<file path="config.mk">
export PLATFORM = sky130hd
export DESIGN_NAME = spm_power_ctrl
export DESIGN_NICKNAME = d
export VERILOG_FILES = /design/src/rtl/spm_pin_filt.v /design/src/rtl/spm_power_ctrl.v
export VERILOG_INCLUDE_DIRS = /design/src /design/src/rtl
export SDC_FILE = /design/constraint.sdc
export NUM_CORES = 1
export LEC_CHECK = 0
export ABC_AREA = 0
export BUFFER_PORTS_ARGS = -buffer_cell sky130_fd_sc_hd__buf_2
export CAP_MARGIN = 20
export CORE_UTILIZATION = 45
export CTS_BUF_LIST = sky130_fd_sc_hd__clkbuf_8
export DETAILED_ROUTE_END_ITERATION = 8
export PLACE_DENSITY = 0.72
export SLEW_MARGIN = 20
export SYNTH_ARGS = -nofsm -noshare
export SYNTH_HDL_FRONTEND = slang
export SYNTH_HIERARCHICAL = 1
export SYNTH_SLANG_ARGS = --single-unit
export TNS_END_PERCENT = 30
</file>
<file path="constraint.sdc">
create_clock -name sys_clk_in -period 4.15 [get_ports sys_clk_in]
set_clock_uncertainty 0.05 [all_clocks]
set_input_delay 0.415 -clock sys_clk_in [delete_from_list [all_inputs] [get_ports sys_clk_in]]
set_output_delay 0.415 -clock sys_clk_in [all_outputs]
set_load 0.02 [all_outputs]
</file>
<file path="src/rtl/spm_regs.vh">
`ifndef SPM_REGS_VH
`define SPM_REGS_VH

// ----------------------------------------
// Register byte addresses
// ----------------------------------------
`define SPM_ADDR_GCTRL   8'h0e
`define SPM_ADDR_SLEEP   8'h0f
`define SPM_ADDR_STAT    8'h10
`define SPM_ADDR_PCTRL0  8'h1d
`define SPM_ADDR_PCTRL1  8'h2d
`define SPM_ADDR_MIIM0   8'h40
`define SPM_ADDR_MIIM1   8'h41

// ----------------------------------------
// Field positions
// ----------------------------------------
`define SPM_MODE_LSB     3
`define SPM_MODE_MSB     4
`define SPM_ANEN_BIT     5
`define SPM_PPD_BIT      3
`define SPM_MIIM_PD_BIT  11

// ----------------------------------------
// Power mode encodings
// ----------------------------------------
`define SPM_MODE_NORMAL  2'h0
`define SPM_MODE_EDET    2'h1
`define SPM_MODE_SPD     2'h2
`define SPM_MODE_PSAVE   2'h3

// ----------------------------------------
// Reset values
// ----------------------------------------
`define SPM_GCTRL_RST    16'h0020
`define SPM_SLEEP_RST    8'h50
`define SPM_PCTRL_RST    16'h0000
`define SPM_MIIM_RST     16'h0000

// ----------------------------------------
// Timing
// ----------------------------------------
`define SPM_CLK_MHZ        100
`define SPM_LP_WIDTH_NS    120
`define SPM_LP_WIDTH_CYC   ((`SPM_LP_WIDTH_NS * `SPM_CLK_MHZ + 999) / 1000)
`define SPM_LP_PERIOD_MS   1000
`define SPM_LP_PERIOD_CYC  (`SPM_LP_PERIOD_MS * 1000 * `SPM_CLK_MHZ)
`define SPM_SLEEP_UNIT_US  1000
`define SPM_SLEEP_UNIT_CYC (`SPM_SLEEP_UNIT_US * `SPM_CLK_MHZ)
`define SPM_SRST_CYC       5'h10

`endif

</file>
<file path="src/rtl/spm_pin_filt.v">
`timescale 1ns/10ps
// ----------------------------------------
// Three-stage pin synchroniser, agree filter
// ----------------------------------------
module spm_pin_filt #(
  parameter W = 5
) (
  // Clock and reset
  input  wire         clk_in,
  input  wire         rst_n_in,
  input  wire         clk_en_in,
  // Pins and filtered levels
  input  wire [W-1:0] pin_in,
  output reg  [W-1:0] level_out
);

  reg [W-1:0] s1_ff;
  reg [W-1:0] s2_ff;
  reg [W-1:0] s3_ff;

  // First stage is read only by the second
  always @(posedge clk_in or negedge rst_n_in) begin
    if (!rst_n_in) begin
      s1_ff     <= {W{1'b0}};
      s2_ff     <= {W{1'b0}};
      s3_ff     <= {W{1'b0}};
      level_out <= {W{1'b0}};
    end else if (clk_en_in) begin
      s1_ff     <= pin_in;
      s2_ff     <= s1_ff;
      s3_ff     <= s2_ff;
      level_out <= (s2_ff & s3_ff) | (level_out & (s2_ff | s3_ff));
    end
  end

endmodule // spm_pin_filt

</file>
<file path="src/rtl/spm_power_ctrl.v">
`timescale 1ns/10ps
`include "spm_regs.vh"
// What this block does
// RULE1: Mode field bits 4:3 selects four modes
// RULE2: Port bit3 or PHY bit11 powers port down
// RULE3: Mode field resets to normal
// RULE4: Normal mode: clocks, PHY, MAC, host on
// RULE5: Normal or saving mode may switch anywhere
// RULE6: Energy detect idle: 120ns pulse each second
// RULE7: Sleep after idle longer than go-sleep time
// RULE8: Low-power state keeps only energy detector
// RULE9: Cable energy returns to normal-power state
// RULE10: Soft power-down stops clocks, PHYs, MACs
// RULE11: Host access wakes, internal reset to defaults
// RULE12: Saving mode: 11, autoneg on, cable off
// RULE13: Saving mode: transmit on, unused receiver off
// RULE14: Saving mode: cable activity powers PHY up
// RULE15: Wake detector independent of stopped clocks
// RULE16: Go-sleep counted in fixed units, restarts
module spm_power_ctrl #(
  parameter [31:0] SLEEP_UNIT_CYC = `SPM_SLEEP_UNIT_CYC,
  parameter [31:0] LP_PERIOD_CYC  = `SPM_LP_PERIOD_CYC
) (
  // Clock and reset
  input  wire        sys_clk_in,
  input  wire        rst_n_in,
  input  wire        clk_en_in,
  // Register port
  input  wire [7:0]  reg_addr_in,
  input  wire [15:0] reg_wdata_in,
  input  wire        reg_wr_in,
  input  wire        reg_rd_in,
  output reg  [15:0] reg_rdata_out,
  // Line status pins, per port, and host select pin
  input  wire [1:0]  energy_in,
  input  wire [1:0]  link_up_in,
  input  wire        host_sel_in,
  // Power controls
  output reg         pll_en_out,
  output reg         mac_en_out,
  output reg         host_if_en_out,
  output reg  [1:0]  phy_pd_out,
  output reg  [1:0]  phy_rx_idle_off_out,
  output reg         ed_only_out,
  output reg         link_pulse_out,
  output reg         int_rst_out
);

  // ----------------------------------------
  // Registers and state
  // ----------------------------------------
  reg  [15:0] gctrl_ff;
  reg  [7:0]  sleep_ff;
  reg  [15:0] pctrl0_ff;
  reg  [15:0] pctrl1_ff;
  reg  [15:0] miim0_ff;
  reg  [15:0] miim1_ff;
  reg         ed_sleep_ff;
  reg  [31:0] unit_cnt_ff;
  reg  [8:0]  idle_units_ff;
  reg  [31:0] lp_cnt_ff;
  reg  [4:0]  srst_cnt_ff;
  reg         sel_prev_ff;
  wire [4:0]  filt_lvl;
  wire [1:0]  energy;
  wire [1:0]  link_up;
  wire        host_sel;

  // ----------------------------------------
  // Pin synchronisers
  // ----------------------------------------
  spm_pin_filt #(
    .W (5)
  ) u_pin_filt (
    .clk_in    (sys_clk_in),
    .rst_n_in  (rst_n_in),
    .clk_en_in (clk_en_in),
    .pin_in    ({host_sel_in, link_up_in, energy_in}),
    .level_out (filt_lvl)
  );

  assign energy   = filt_lvl[1:0];
  assign link_up  = filt_lvl[3:2];
  assign host_sel = filt_lvl[4];

  // ----------------------------------------
  // Mode decode
  // ----------------------------------------
  function is_mode;
    input [15:0] ctrl;
    input [1:0]  code;
    begin
      is_mode = (ctrl[`SPM_MODE_MSB:`SPM_MODE_LSB] == code); // RULE1
    end
  endfunction

  function port_pd;
    input [15:0] pctrl;
    input [15:0] miim;
    begin
      port_pd = pctrl[`SPM_PPD_BIT] | miim[`SPM_MIIM_PD_BIT]; // RULE2
    end
  endfunction

  wire mode_norm  = is_mode(gctrl_ff, `SPM_MODE_NORMAL);
  wire mode_edet  = is_mode(gctrl_ff, `SPM_MODE_EDET);
  wire mode_spd   = is_mode(gctrl_ff, `SPM_MODE_SPD);
  wire mode_psave = is_mode(gctrl_ff, `SPM_MODE_PSAVE);
  wire an_en      = gctrl_ff[`SPM_ANEN_BIT];
  wire ed_low     = mode_edet & ed_sleep_ff;
  wire any_energy = |energy;

  // Host logic is alive in every mode but soft power-down and energy sleep
  wire hif_alive  = ~mode_spd & ~ed_low;
  // Pin select edge: checked on the always-on reference, not on the PLL clocks
  wire sel_rise   = host_sel & ~sel_prev_ff; // RULE15
  wire wake       = mode_spd & (reg_wr_in | reg_rd_in | sel_rise); // RULE11
  wire wr_ok      = reg_wr_in & hif_alive;
  wire rd_ok      = reg_rd_in & hif_alive;

  // ----------------------------------------
  // Register writes and internal reset
  // ----------------------------------------
  always @(posedge sys_clk_in or negedge rst_n_in) begin
    if (!rst_n_in) begin
      gctrl_ff    <= `SPM_GCTRL_RST; // RULE3
      sleep_ff    <= `SPM_SLEEP_RST;
      pctrl0_ff   <= `SPM_PCTRL_RST;
      pctrl1_ff   <= `SPM_PCTRL_RST;
      miim0_ff    <= `SPM_MIIM_RST;
      miim1_ff    <= `SPM_MIIM_RST;
      srst_cnt_ff <= 5'h00;
      sel_prev_ff <= 1'b0;
    end else if (clk_en_in) begin
      sel_prev_ff <= host_sel;
      if (srst_cnt_ff != 5'h00) begin
        srst_cnt_ff <= srst_cnt_ff - 5'h01;
      end
      if (wake) begin
        // Waking access is swallowed; every register returns to default
        gctrl_ff    <= `SPM_GCTRL_RST; // RULE11
        sleep_ff    <= `SPM_SLEEP_RST;
        pctrl0_ff   <= `SPM_PCTRL_RST;
        pctrl1_ff   <= `SPM_PCTRL_RST;
        miim0_ff    <= `SPM_MIIM_RST;
        miim1_ff    <= `SPM_MIIM_RST;
        srst_cnt_ff <= `SPM_SRST_CYC;
      end else if (wr_ok) begin
        case (reg_addr_in)
          `SPM_ADDR_GCTRL: begin
            gctrl_ff <= reg_wdata_in; // RULE5
          end
          `SPM_ADDR_SLEEP: begin
            sleep_ff <= reg_wdata_in[7:0];
          end
          `SPM_ADDR_PCTRL0: begin
            pctrl0_ff <= reg_wdata_in;
          end
          `SPM_ADDR_PCTRL1: begin
            pctrl1_ff <= reg_wdata_in;
          end
          `SPM_ADDR_MIIM0: begin
            miim0_ff <= reg_wdata_in;
          end
          `SPM_ADDR_MIIM1: begin
            miim1_ff <= reg_wdata_in;
          end
          default: begin
          end
        endcase
      end
    end
  end

  // ----------------------------------------
  // Energy detect: go-sleep timer
  // ----------------------------------------
  wire unit_tick = (unit_cnt_ff == SLEEP_UNIT_CYC - 32'h1);

  always @(posedge sys_clk_in or negedge rst_n_in) begin
    if (!rst_n_in) begin
      ed_sleep_ff   <= 1'b0;
      unit_cnt_ff   <= 32'h0;
      idle_units_ff <= 9'h000;
    end else if (clk_en_in) begin
      if (!mode_edet || any_energy) begin
        // Energy or leaving the mode restarts the idle count
        unit_cnt_ff   <= 32'h0; // RULE16
        idle_units_ff <= 9'h000;
        ed_sleep_ff   <= 1'b0; // RULE9
      end else begin
        unit_cnt_ff <= unit_tick ? 32'h0 : unit_cnt_ff + 32'h1; // RULE16
        if (unit_tick && idle_units_ff != 9'h1ff) begin
          idle_units_ff <= idle_units_ff + 9'h001;
        end
        if (idle_units_ff > {1'b0, sleep_ff}) begin
          ed_sleep_ff <= 1'b1; // RULE7
        end
      end
    end
  end

  // ----------------------------------------
  // Energy detect: link pulse generator
  // ----------------------------------------
  wire lp_wrap = (lp_cnt_ff == LP_PERIOD_CYC - 32'h1);

  always @(posedge sys_clk_in or negedge rst_n_in) begin
    if (!rst_n_in) begin
      lp_cnt_ff <= 32'h0;
    end else if (clk_en_in) begin
      if (!mode_edet || any_energy) begin
        lp_cnt_ff <= 32'h0;
      end else begin
        lp_cnt_ff <= lp_wrap ? 32'h0 : lp_cnt_ff + 32'h1; // RULE6
      end
    end
  end

  // ----------------------------------------
  // Power outputs, all registered
  // ----------------------------------------
  wire       psave_on   = mode_psave & an_en; // RULE12
  wire       run_core   = mode_norm | psave_on | (mode_psave & ~an_en) | (mode_edet & ~ed_sleep_ff);
  wire [1:0] nxt_rx_off;
  wire [1:0] nxt_pd;
  wire       nxt_pulse;

  // Receiver trimmed only while the port is dark; activity restores it
  assign nxt_rx_off = {2{psave_on}} & ~link_up & ~energy; // RULE13 RULE14
  assign nxt_pd     = {port_pd(pctrl1_ff, miim1_ff), port_pd(pctrl0_ff, miim0_ff)}
                      | {2{mode_spd}}; // RULE10
  assign nxt_pulse  = mode_edet & ~any_energy
                      & (lp_cnt_ff < `SPM_LP_WIDTH_CYC); // RULE6

  always @(posedge sys_clk_in or negedge rst_n_in) begin
    if (!rst_n_in) begin
      pll_en_out          <= 1'b1;
      mac_en_out          <= 1'b1;
      host_if_en_out      <= 1'b1;
      phy_pd_out          <= 2'h0;
      phy_rx_idle_off_out <= 2'h0;
      ed_only_out         <= 1'b0;
      link_pulse_out      <= 1'b0;
      int_rst_out         <= 1'b0;
    end else if (clk_en_in) begin
      pll_en_out          <= run_core & ~wake; // RULE4 RULE8 RULE10
      mac_en_out          <= run_core & ~wake; // RULE4 RULE8 RULE10
      host_if_en_out      <= run_core; // RULE4 RULE8
      phy_pd_out          <= nxt_pd; // RULE2
      phy_rx_idle_off_out <= nxt_rx_off; // RULE13
      ed_only_out         <= ed_low; // RULE8
      link_pulse_out      <= nxt_pulse;
      int_rst_out         <= wake | (srst_cnt_ff > 5'h01); // RULE11
    end
  end

  // ----------------------------------------
  // Read path: data valid only the cycle after
  // ----------------------------------------
  wire [15:0] stat_word = {6'h00, link_up, energy, phy_rx_idle_off_out, 1'b0,
                           ed_sleep_ff, gctrl_ff[`SPM_MODE_MSB:`SPM_MODE_LSB]};

  always @(posedge sys_clk_in or negedge rst_n_in) begin
    if (!rst_n_in) begin
      reg_rdata_out <= 16'h0000;
    end else if (clk_en_in) begin
      if (rd_ok) begin
        case (reg_addr_in)
          `SPM_ADDR_GCTRL: begin
            reg_rdata_out <= gctrl_ff;
          end
          `SPM_ADDR_SLEEP: begin
            reg_rdata_out <= {8'h00, sleep_ff};
          end
          `SPM_ADDR_STAT: begin
            reg_rdata_out <= stat_word;
          end
          `SPM_ADDR_PCTRL0: begin
            reg_rdata_out <= pctrl0_ff;
          end
          `SPM_ADDR_PCTRL1: begin
            reg_rdata_out <= pctrl1_ff;
          end
          `SPM_ADDR_MIIM0: begin
            reg_rdata_out <= miim0_ff;
          end
          `SPM_ADDR_MIIM1: begin
            reg_rdata_out <= miim1_ff;
          end
          default: begin
            reg_rdata_out <= 16'h0000;
          end
        endcase
      end else begin
        reg_rdata_out <= 16'h0000;
      end
    end
  end

endmodule // spm_power_ctrl

</file>
-- Word level (Yosys, flattened, before mapping)
Index checks and enable logic that the tools add are counted.
- input port bits: 34
- output and inout bits: 26
- word-level logic and storage cells: 135
- register bits: 213
- reductions and logical operators: 25
- order comparisons: 3
- bitwise gates (word level): 36
- equal/unequal tests: 13
- $add $sub $neg: 4
- mux-type cells: 30
- operators with widths (cell ; number):
    $mux 16 ; 16
    $mux 32 ; 4
    $pmux 16 s7 ; 1
    $add 32x1->32 const B ; 2
    $eq 32x17->1 const B ; 1
    $eq 32x27->1 const B ; 1
    $lt 32x4->1 const B ; 1
    $mux 8 ; 3
    $reduce_bool 2->1 ; 10
    $mux 9 ; 2
    $reduce_and 3->1 ; 6
    $eq 8x4->1 const B ; 2
    $eq 8x5->1 const B ; 2
    $eq 8x7->1 const B ; 2
    $and 1x1->1 ; 12
    $and 5x5->5 ; 2
    $mux 5 ; 2
    $or 5x5->5 ; 2
    $add 9x1->9 const B ; 1
    $gt 9x8->1 ; 1
    $ne 9x9->1 const B ; 1
    $eq 8x6->1 const B ; 1
    $or 1x1->1 ; 8
    $not 1->1 ; 7
    15 further kinds ; 21

-- Logic depth before layout (Yosys ltp)
Gate-level depths: netlist of run 1.
- depth in word-level cells: 7
- mapped depth: 9
- mapped depth without buffers: 7

-- Hierarchy
The synthesis of run 1 kept the hierarchy.
- modules (own cells, without submodules) (module ; area an instance (um^2) ; cells an instance ; seq. area each (um^2) ; instances):
    spm_power_ctrl ; 9815.7 ; 908 ; 4835.9 ; 1
    spm_pin_filt ; 818.3 ; 55 ; 500.5 ; 1

-- Least setup slack after synthesis of run 1
No wires, ideal clock.
- path type: input-to-reg
- start: input port reg_addr_in[5]
- end: register miim1_ff[10]
- arrival time: 2139 ps
- path slack: 1836 ps
- setup time: 125 ps
- path buffers: 2
- stages: 6
- required time: 3975 ps
- cell sequence: or4b_1 > buf_2 > nor4_4 > o21ai_4 > buf_6 > mux2_4
- cells in the longest elaborated chain, start to end: 3
- RTL lines (what ; line ; source):
    start: declaration ; spm_power_ctrl.v:29 ; input wire [7:0] reg_addr_in,
    $eq 8x7->1 ; spm_power_ctrl.v:149 ; case (reg_addr_in)
    $reduce_bool 2->1 (no source line) ; - ;
    $reduce_and 3->1 (no source line) ; - ;
    end signal: assignment ; spm_power_ctrl.v:131 ; miim1_ff <= `SPM_MIIM_RST;
    end signal: assignment ; spm_power_ctrl.v:146 ; miim1_ff <= `SPM_MIIM_RST;
    end signal: assignment ; spm_power_ctrl.v:166 ; miim1_ff <= reg_wdata_in;
    end: declaration ; spm_power_ctrl.v:57 ; reg [15:0] miim1_ff;
No other way between the ends.
A chain may end at the register's enable or synchronous reset.

-- Final worst setup path of run 1
- start: register unit_cnt_ff[11]
- end: register idle_units_ff[8]
- cells in the longest elaborated chain, start to end: 4
- RTL lines (what ; line ; source):
    start: declaration ; spm_power_ctrl.v:59 ; reg [31:0] unit_cnt_ff;
    start signal: assignment ; spm_power_ctrl.v:192 ; unit_cnt_ff <= unit_tick ? 32'h0 : unit_cnt_ff + 32'h1;
    $eq 32x17->1 ; spm_power_ctrl.v:178 ; wire unit_tick = (unit_cnt_ff == SLEEP_UNIT_CYC - 32'h1);
    $logic_and 1x1->1 ; spm_power_ctrl.v:193 ; if (unit_tick && idle_units_ff != 9'h1ff) begin
    $reduce_bool 2->1 (no source line) ; - ;
    $reduce_and 2->1 (no source line) ; - ;
    end signal: assignment ; spm_power_ctrl.v:194 ; idle_units_ff <= idle_units_ff + 9'h001;
    end: declaration ; spm_power_ctrl.v:60 ; reg [8:0] idle_units_ff;
No other way between the ends.

==> results of run 1 <==
-- area by class of cell --
class	instances	area (µm²)	area share
clock buffers	46	633	0.0528
clock inverters	22	100	0.00835
inverters	30	113	0.00939
multi-input cells	673	4960	0.414
flip-flops and latches	213	5340	0.445
well taps	313	392	0.0327
repair buffers	76	448	0.0374
-- metrics by stage --
stage,cells,utilization
CTS,1373,0.523
global route,1373,0.523
floorplan,963,-
detailed placement,1304,0.491
finish,1373,0.523
global placement,1304,0.491
-- kinds of logic (layout without fill, tap and decap cells) --
group	count (synthesis)	in the layout	synth area share
xor gates and xnor gates	45	45	0.0371
DFF	213	213	0.502
buffers and inverters	77	174	0.0318
adders and majority gates	18	18	0.0212
muxes	125	125	0.133
AOI/OAI and AO/OA	160	160	0.111
and+or+nand+nor	325	325	0.164
-- timing repair --
item                                    4_1_cts  5_1_grt
endpoints found under the hold margin        72        0
endpoints found under the setup margin        0        0
hold buffers                                  1        0
-- metal layers --
layer	vias to the layer above	routed length [µm]	part of all wire	global-route usage
met4	0	697	0.028	0.0798
met3	50	1120	0.045	0.0325
met2	199	11600	0.46	0.339
li1	3700	-	-	-
met1	3948	11700	0.47	0.295
met5	-	0	0	0
-- cell usage in the layout, fill, tap and decap left out, types with 5 or more instances in the layout --
master       n
a211oi_1    10
dfstp_2      5
dfrtp_1    208
o2bb2ai_1   27
and2_1      21
ha_1        18
buf_4       15
nand3_1     31
a221o_1     11
mux2_2      91
a21o_1       8
or3_1        8
nand2_1     47
inv_1       44
nor2_1      74
nor4b_1      6
a22o_1      10
buf_2       58
nand2b_1     6
nor3_1      24
mux2_4      10
a21oi_1     20
o21ai_0     27
nand4_1     27
xnor2_1     21
and3_1      24
a31oi_1      7
xor2_1      24
clkbuf_8    46
and4_1       6
mux2i_1     24
nor4_1      25
-- where the power goes --
part | switching, mW | internal, mW
Clock | 0.871 | 1.01
Sequential | 0.303 | 2.50
Combinational | 0.561 | 0.555
-- worst max-delay path, cell delays in order (launching register included) --
cell     delay, ns
dfrtp_1       0.44
nor4b_1       0.44
nand4_1       0.26
o21ai_1       0.60
and2_1        0.86
a32o_1        0.29
-- flip-flops by register name, summed over array words and instances (netlist names), 5 cells and up --
| name | count |
|---|---|
| gctrl_ff | 16 |
| pctrl1_ff | 16 |
| pctrl0_ff | 16 |
| miim1_ff | 16 |
| reg_rdata_out | 16 |
| lp_cnt_ff | 32 |
| idle_units_ff | 9 |
| u_pin_filt/s2_ff | 5 |
| u_pin_filt/s3_ff | 5 |
| u_pin_filt/level_out | 5 |
| miim0_ff | 16 |
| unit_cnt_ff | 32 |
| srst_cnt_ff | 5 |
| u_pin_filt/s1_ff | 5 |
| sleep_ff | 8 |
-- worst min path at each step --
stage	start	to	slack (ns)	cells past startpoint
after floorplan	rst_n_in	ed_only_out	0.07	0
after global placement	reg_rdata_out[4]	reg_rdata_out[4]	0.42	1
after detailed placement	host_if_en_out	host_if_en_out	0.41	2
after CTS	link_up_in[0]	u_pin_filt/s1_ff[2]	0.04	2
after global routing	link_up_in[1]	u_pin_filt/s1_ff[3]	0.04	2
final	link_up_in[0]	u_pin_filt/s1_ff[2]	0.06	2
==> summary.md, run 1 <==
| Metric | Value |
|---|---|
| Design Power | 5.80 mW |
| Max Freq | 333 MHz |
| Kind of critical path | register to register |
| Vias in the first global route | 7,770 |
| Synth Flop Type | dfrtp_1 |
| Drt initial violations | 602 |
| EDFF count, synth | 0 |
| Mean Syn Cell Area | 11.0 µm² |
| WHS | 0.0585 ns |
| Die X | 156 µm |
| DP HPWL | 16,700 µm |
| Synth warn | 6 |
| R2R Path Start | unit_cnt_ff[11] |
| Setup ws final | 1.15 ns |
| CTS buffer count | 38 |
| Starting Density | 0.464 |
| Fin nets | 1,084 |
| Critical Path End | idle_units_ff[8] |
| Finish-stage setup viols | 0 |
| GR Overflow Total | 0 |
| H-tree depth | 2 |
| Status | finished clean |
| Post-route clock period utilization | 0.724 |
| Post-DRT Antenna Nets | 0 |
| Ports | 60 |
| Post-synth top cells | dfrtp_1, mux2_2, nor2_1, nand2_1, nand3_1 |
| Leakage | 5.44 nW |
| Final Hold Fails | 0 |
| Synth top area cells | dfrtp_1, mux2_2, nor2_1, mux2i_1, o2bb2ai_1 |
| Data required time at the worst endpoint | 4.57 ns |
| Setup crit end kind | register |
| Clock transition at path regs | 0.06 ns |
| Synth top area share | 0.489 |
| Port bufs | 59 |
| Maximum vdd drop | 0.323 mV |
| Number of cells on the worst reg-to-reg path | 5 |
| Relative slew slack | 0.335 |
| GPL Wtd Cong | 0.851 |
| Die ar. | 0.0243 mm² |
| Post-CTS sizing | 0 |
| First-pass GRT wire length | 40,900 µm |
| Slew Viols, Final | 0 |
| Synth Net Count | 1,015 |
| Pre-CTS WS | 0.999 ns |
| CP arrival | 3.42 ns |
| Site Rows | 55 |
| Antenna violations before repair | 0 |
| Startpoint Class | register |
| Post-Syn Instances | 963 |
| Post-Syn Area | 0.0106 mm² |
| Total track usage | 0.213 |
| CTS sink cnt | 213 |
| Layout cells sized above 1 | 0.231 |
| CTS tree | yes |
| Beginning of the critical path | unit_cnt_ff[11] |
| RSZ-0062 raised after global routing | no |
| FILL cells | 1,993 |
| R2R setup slack | 1.15 ns |
| FF+latch count, synth | 213 |
| Worst-margin pin slew | 0.989 ns |
| Longest Clk Path Bufs | 3 |
| HP Class | input port to register |
| Core ar. | 0.0229 mm² |
| Root Buffer Master | clkbuf_8 |
| Final wirelength | 25,100 µm |
| Setup Buffers After CTS | 0 |
| Die Y | 156 µm |
| Pwr per Cell Area | 484 mW/mm² |
| Reg-to-Reg End | idle_units_ff[8] |
| Sequential area share after synthesis | 0.502 |
| Vias per cell | 5.75 |
| Share of flip-flops with an asynchronous set or reset | 1.00 |
| Synth cell types | 72 |
| Final TNS setup | 0 ns |
| Critical-path maximum fanout | 26 |
| Synth-to-layout area growth | 12.7% |
| Detailed-router iteration count before antenna repair | 7 |
| Area after DPL | 0.0112 mm² |
| Post-route cell area | 0.0120 mm² |
| Worst-Skew Late Latency | 0.54 ns |
| Most common cell in the netlist | dfrtp_1 |
| Avg WL per Cell | 18.3 µm |
| DRC viols | 0 |
| Max cap viols | 0 |
| Routed via count | 7,897 |
| Largest net degree at the start of global routing | 126 |
| Ant. Diodes | 0 |
| Area leader, netlist | dfrtp_1 |
| Min cycle time layout | 3.00 ns |
(Power assumes the default switching activity.)
==> run 2: changes to the inputs <==
==> constraint.sdc (replaced) <==
create_clock -name sys_clk_in -period 3.06 [get_ports sys_clk_in]
set_clock_uncertainty 0.05 [all_clocks]
set_input_delay 0.306 -clock sys_clk_in [delete_from_list [all_inputs] [get_ports sys_clk_in]]
set_output_delay 0.306 -clock sys_clk_in [all_outputs]
set_load 0.02 [all_outputs]
==> run 2 against run 1 <==
- design area grew 1.1%
- largest power group unchanged
- final cell count grew 1.0%
- via count grew 0.87%
- core utilization grew 0.60 points
- clock power grew 31%
- wire length shrank 0.33%
- register-to-register slack lost 0.76 ns
- hold slack lost 0.027 ns
- sequential power grew 34%
- worst setup slack lost 0.76 ns
- combinational power grew 39%
- count of clock-buffer cells in the layout is the same
==> summary.md, run 2 (same netlist as run 1, synthesis figures left out) <==
| Metric | Value |
|---|---|
| R2R setup slack | 0.39 ns (-0.76 ns) |
| Synth-to-layout area growth | 14.0% |
| Hold Buf Count CTS | 8 (+7) |
| Commonest cells after routing, fill and taps aside | dfrtp_1, mux2_2, nor2_1 |
| Avg WL per Cell | 18.0 µm (-1.3%) |
| Starting Density | 0.464 (unchanged) |
| Number of cells on the worst reg-to-reg path | 7 (+2) |
| Hold Crit Depth | 3 (+1) |
| Relative slew slack | 0.462 (+0.127) |
| Pwr per Cell Area | 642 mW/mm² (+33%) |
| GR Overflow Total | 0 (unchanged) |
| Longest Clk Path Bufs | 3 (unchanged) |
| CTS tree | yes |
| Slew Viols, Final | 0 (unchanged) |
| Post-route clock period utilization | 0.874 (+0.150) |
| Die X | 156 µm (unchanged) |
| DP HPWL | 17,000 µm (+1.9%) |
| Worst-Skew Late Latency | 0.53 ns (about the same) |
| Die ar. | 0.0243 mm² (unchanged) |
| CTS sink cnt | 213 (unchanged) |
| Routed via count | 7,966 (+0.87%) |
| Largest net degree at the start of global routing | 81 (-36%) |
| Detailed-router iteration count before antenna repair | 5 (-2) |
| RSZ-0062 raised after global routing | no |
| GPL Wtd Cong | 0.836 (-1.7%) |
| Final wirelength | 25,000 µm (-0.33%) |
| Register Area | 0.00534 mm² (unchanged) |
| HP Class | input port to register |
| Setup crit end kind | register |
| Kind of critical path | register to register |
| Critical path cell sequence | ha_1, and4_1, and3_1, ha_1, nor4_2, o21ai_0, a22o_1 |
| DRC viols | 0 (unchanged) |
| Die Y | 156 µm (unchanged) |
| First-pass GRT wire length | 41,500 µm (+1.5%) |
| Footprint of the multi-input gates | 0.00496 mm² (unchanged) |
| CP max stage delay | 0.63 ns (-0.23 ns) |
| FILL cells | 2,001 (+0.40%) |
| Critical-path top delay cell | nor4_2 |
| Total track usage | 0.215 (+0.00239) |
| Clock transition at path regs | 0.06 ns (about the same) |
| Root Buffer Master | clkbuf_8 |
| Core ar. | 0.0229 mm² (unchanged) |
| R2R Path Start | idle_units_ff[0] |
| Drt initial violations | 377 (-37%) |
| Finish-stage setup viols | 0 (unchanged) |
| Worst Hold Path EP | sleep_ff[6] |
| Reg-to-Reg End | idle_units_ff[0] |
| Max cap viols | 0 (unchanged) |
| Site Rows | 55 (unchanged) |
| Vias per cell | 5.74 (-0.14%) |
| Most frequent CP cell | ha_1 |
| Worst-margin pin slew | 0.805 ns (-0.184 ns) |
| Setup Buffers After CTS | 0 (unchanged) |
| Antenna violations before repair | 0 (unchanged) |
| Status | finished clean |
| H-tree depth | 2 (unchanged) |
| Startpoint Class | register |
| Max Freq | 374 MHz (+12%) |
| Leakage | 5.52 nW (+1.4%) |
| CTS buffer count | 36 (-5.3%) |
| Final Hold Fails | 0 (unchanged) |
| Final core utilization | 0.529 (+0.00601) |
| Min cycle time layout | 2.67 ns (-0.331 ns) |
| Post-DRT Antenna Nets | 0 (unchanged) |
| Fin nets | 1,103 (+1.8%) |
| WHS | 0.0314 ns (-0.0271 ns) |
| Data required time at the worst endpoint | 3.41 ns (-1.16 ns) |
| Largest regs | lp_cnt_ff x32, unit_cnt_ff x32 |
| Vias in the first global route | 7,845 (+0.97%) |
| Hold Path Origin | reg_wdata_in[6] |
| Critical-path maximum fanout | 6 (-77%) |
| Commonest non-fill, non-tap cell in the layout | dfrtp_1 |
| Ant. Diodes | 0 (unchanged) |
| CP arrival | 3.02 ns (-0.40 ns) |
| Ports | 60 (unchanged) |
| Layout cells sized above 1 | 0.236 (+0.00537) |
| Maximum vdd drop | 0.276 mV (-15%) |
| Port bufs | 59 (unchanged) |
| Post-CTS sizing | 0 (unchanged) |
| Final TNS setup | 0 ns (unchanged) |
run 2: how the worst max path moves through the flow:
stage / startpoint / end / slack, ns / cells after the start
after floorplan: idle_units_ff[0] / idle_units_ff[0] / 0.76 / 7
after global placement: reg_addr_in[5] / miim0_ff[11] / 0.46 / 6
after detailed placement: idle_units_ff[0] / idle_units_ff[0] / 0.41 / 7
after CTS: idle_units_ff[0] / idle_units_ff[0] / 0.39 / 7
after global routing: idle_units_ff[0] / idle_units_ff[0] / 0.22 / 7
final: idle_units_ff[0] / idle_units_ff[0] / 0.39 / 7
run 2: routing by layer:
metal / vias up / routed length (µm) / global-route usage
met5: - / 0 / 0
met4: 0 / 860 / 0.0887
met3: 60 / 1120 / 0.0353
met2: 198 / 11500 / 0.331
met1: 3987 / 11500 / 0.303
li1: 3721 / - / -
run 2: per-stage QoR:
step	area [µm²]	std cells	setup WS, ns	power, mW
detailed placement	11300	1318	0.408	5.37
CTS	12100	1387	0.394	7.87
global placement	11300	1318	0.459	5.30
finish	12100	1387	0.387	7.79
global route	12100	1387	0.216	8.22
floorplan	10600	963	0.761	4.83
run 2: layout make-up:
cell class | count | share of cell area
clock inverters | 15 | 0.00516
well taps | 313 | 0.0323
clock buffers | 46 | 0.0522
repair buffers | 97 | 0.0514
inverters | 30 | 0.00929
multi-input cells | 673 | 0.409
flip-flops and latches | 213 | 0.440
run 2: worst max-delay path: cells and delay by family (launching register included):
kind                     cells  cell delay [ns]
AND/OR/NAND/NOR              3             1.01
AO/OA/AOI/OAI                2             0.55
adder cells (fa/ha/maj)      2             0.52
flip-flops                   1             0.44
run 2: report_power, final:
part           internal [mW]  switching (mW)
Sequential              3.39           0.379
Combinational          0.778           0.781
Clock                   1.34            1.12
Total                   5.51            2.28
==> run 3: changes to the inputs <==
--- a/config.mk
+++ b/config.mk
@@ -16,6 +16,5 @@
 export SLEW_MARGIN = 20
 export SYNTH_ARGS = -nofsm -noshare
 export SYNTH_HDL_FRONTEND = slang
-export SYNTH_HIERARCHICAL = 1
 export SYNTH_SLANG_ARGS = --single-unit
 export TNS_END_PERCENT = 30
==> run 3 against run 2 <==
- register-to-register slack worse by 0.10 ns
- core utilization hardly changed
- global-route usage is 0.68 points lower
- die area is 2.5% lower
- combinational power hardly changed
- count of clock-buffer cells in the layout is 2 higher
- area after synthesis is 2.5% lower
- hold slack better by 0.12 ns
- first-iteration DRC count is 51% higher
- wire length is 5.4% lower
- largest cell class unchanged
==> summary.md, run 3 <==
| Metric | Value |
|---|---|
| GPL Wtd Cong | 0.854 (+2.1%) |
| Site Rows | 55 (unchanged) |
| Register Area | 0.00534 mm² (unchanged) |
| Layout cells sized above 1 | 0.239 (+0.00275) |
| Min cycle time layout | 2.78 ns (+0.103 ns) |
| Starting Density | 0.458 (-0.00630) |
| Avg WL per Cell | 17.5 µm (-3.2%) |
| Ant. Diodes | 0 (unchanged) |
| Slew Viols, Final | 0 (unchanged) |
| Area after DPL | 0.0111 mm² (-2.1%) |
| Total track usage | 0.209 (-0.00676) |
| Startpoint Class | register |
| Clock power frac | 0.339 (+0.023) |
| Synth Flop Type | dfrtp_1 |
| Post-DRT Antenna Nets | 0 (unchanged) |
| RSZ-0062 raised after global routing | no |
| Setup crit end kind | register |
| Kind of critical path | register to register |
| Drt initial violations | 569 (+51%) |
| Vias per cell | 5.64 (-1.7%) |
| Die ar. | 0.0236 mm² (-2.5%) |
| Most common cell in the netlist | dfrtp_1 |
| Synth top area share | 0.502 (+0.0128) |
| Mean Syn Cell Area | 10.9 µm² (-0.89%) |
| Port bufs | 59 (unchanged) |
| CTS sink cnt | 213 (unchanged) |
| Area leader, netlist | dfrtp_1 |
| CTS buffer count | 38 (+5.6%) |
| Fin nets | 1,094 (-0.82%) |
| Critical-path maximum fanout | 6 (unchanged) |
| Leakage | 5.55 nW (+0.67%) |
| Synth warn | 0 (-6) |
| Post-route cell area | 0.0120 mm² (-1.1%) |
| Die Y | 154 µm (-1.3%) |
| Pre-CTS WS | 0.299 ns (-0.108 ns) |
| EDFF count, synth | 0 (unchanged) |
| Maximum vdd drop | 0.541 mV (+96%) |
| Worst-margin pin slew | 0.753 ns (-0.0512 ns) |
| Share of flip-flops with an asynchronous set or reset | 1.00 (unchanged) |
| FILL cells | 1,951 (-2.5%) |
| Synth Net Count | 999 (-1.6%) |
| FF+latch count, synth | 213 (unchanged) |
| HP Class | input port to register |
| Setup Buffers After CTS | 0 (unchanged) |
| Post-Syn Instances | 947 (-1.7%) |
| Core ar. | 0.0226 mm² (-1.2%) |
| Vias in the first global route | 7,594 (-3.2%) |
| Final Hold Fails | 0 (unchanged) |
| Die X | 154 µm (-1.3%) |
| Root Buffer Master | clkbuf_8 |
| Largest regs | lp_cnt_ff x32, unit_cnt_ff x32 |
| Cells after DPL | 1,278 (-3.0%) |
| Sequential power share | 0.470 (-0.014) |
| Synth top area cells | dfrtp_1, mux2_2, xor2_1, nor2_1, mux2i_1 |
| Commonest cells after routing, fill and taps aside | dfrtp_1, mux2_2, nor2_1 |
| Final wirelength | 23,700 µm (-5.4%) |
| Logic pwr share | 0.190 (-0.010) |
| CP arrival | 3.20 ns (+0.18 ns) |
| Final std cells w/o fill | 1,355 (-2.3%) |
| Sw power | 2.38 mW (+4.4%) |
| Status | finished clean |
| CTS tree | yes |
| Cell Int Power | 5.64 mW (+2.4%) |
| Routed via count | 7,647 (-4.0%) |
| Worst-Skew Late Latency | 0.55 ns (+0.02 ns) |
| Footprint of the multi-input gates | 0.00475 mm² (-4.3%) |
| Post-Syn Area | 0.0104 mm² (-2.5%) |
| GR Overflow Total | 0 (unchanged) |
| First-pass GRT wire length | 39,600 µm (-4.7%) |
| Commonest non-fill, non-tap cell in the layout | dfrtp_1 |
| Sequential area share after synthesis | 0.515 (+0.0131) |
| Final TNS setup | 0 ns (unchanged) |
| DRC viols | 0 (unchanged) |
| Longest Clk Path Bufs | 3 (unchanged) |
| Synth-to-layout area growth | 15.6% |
| DP HPWL | 15,300 µm (-9.8%) |
| Detailed-router iteration count before antenna repair | 5 (unchanged) |
| Finish-stage setup viols | 0 (unchanged) |
| Max cap viols | 0 (unchanged) |
| Pwr per Cell Area | 669 mW/mm² (+4.2%) |
| Antenna violations before repair | 0 (unchanged) |
| H-tree depth | 2 (unchanged) |
| Sw Ratio | 0.296 (+0.00405) |
| Setup ws final | 0.284 ns (-0.103 ns) |
| Largest net degree at the start of global routing | 87 (+7.4%) |
| Relative slew slack | 0.493 (+0.0315) |
| Ports | 60 (unchanged) |
| Post-route clock period utilization | 0.907 (+0.0336) |
| Post-synth top cells | dfrtp_1, mux2_2, nor2_1, nand2_1, nand3_1 |
| Clock transition at path regs | 0.06 ns (about the same) |
| Synth cell types | 55 (-24%) |
| Max Freq | 360 MHz (-3.7%) |
| WHS | 0.149 ns (+0.118 ns) |
| Data required time at the worst endpoint | 3.48 ns (+0.07 ns) |
[run 3: timing repair]
| action | CTS | global route |
|---|---|---|
| hold endpoints to repair | 91 | 0 |
| hold buffers | 9 | 0 |
| gates resized for setup | 0 | 0 |
[run 3: worst paths after layout]
| check | slack (ns) | endpoint | cells past startpoint | startpoint |
|---|---|---|---|---|
| max | 0.28 | idle_units_ff[7] | 8 | idle_units_ff[1] |
| min | 0.15 | lp_cnt_ff[1] | 3 | clk_en_in |
| max reg2reg | 0.28 | idle_units_ff[7] | 8 | idle_units_ff[1] |
| min reg2reg | 0.42 | host_if_en_out | 2 | host_if_en_out |
| max in group asynchronous | 1.82 | gctrl_ff[5] | 3 | rst_n_in |
| min in group asynchronous | 0.32 | ed_only_out | 2 | rst_n_in |
[run 3: cell type report]
type | instances | share of cell area
clock inverter | 20 | 0.0106
timing repair buffer | 97 | 0.0532
multi-input combinational | 661 | 0.396
tap | 285 | 0.0298
inverter | 31 | 0.00971
clock buffer | 48 | 0.0551
sequential | 213 | 0.445
[run 3: critical path, stage by stage (launching register included)]
cell and delay (ns):
dfrtp_1 0.42, ha_1 0.23, and3_1 0.18, and3_1 0.21, and3_1 0.18, ha_1 0.21, or4_1 0.63, or4_1 0.52
nand3_1 0.09
[run 3: layer usage]
| layer | wire, µm | GRT usage |
|---|---|---|
| met1 | 11000 | 0.288 |
| met2 | 10800 | 0.327 |
| met3 | 1130 | 0.0366 |
| met4 | 642 | 0.0814 |
| met5 | 0 | 0 |
[run 3: cells by family (layout without fill, tap and decap cells)]
kind of cell	count (synthesis)	in the layout	synth area share
AO/OA/AOI/OAI	135	135	0.0943
XOR/XNOR	55	55	0.0465
adder cells (fa/ha/maj)	18	18	0.0217
buffers and inverters	73	196	0.0278
flip-flops	213	213	0.515
multiplexers	127	127	0.135
AND/OR/NAND/NOR	326	326	0.160
[run 3: power groups by stage]
stage	Clock, mW	Combinational [mW]	Sequential [mW]
2_1_floorplan	0	1.08	3.72
3_3_place_gp	0	1.46	3.79
3_5_place_dp	0	1.52	3.82
4_1_cts	2.80	1.54	3.77
5_1_grt	2.93	1.69	3.84
6_report	2.72	1.53	3.77
[run 3: per-stage QoR]
| stage | power [mW] | util |
|---|---|---|
| 3_3_place_gp | 5.25 | 0.491 |
| 3_5_place_dp | 5.33 | 0.491 |
| 5_1_grt | 8.46 | 0.529 |
| 4_1_cts | 8.10 | 0.529 |
| 2_1_floorplan | 4.81 | - |
| 6_report | 8.02 | 0.529 |
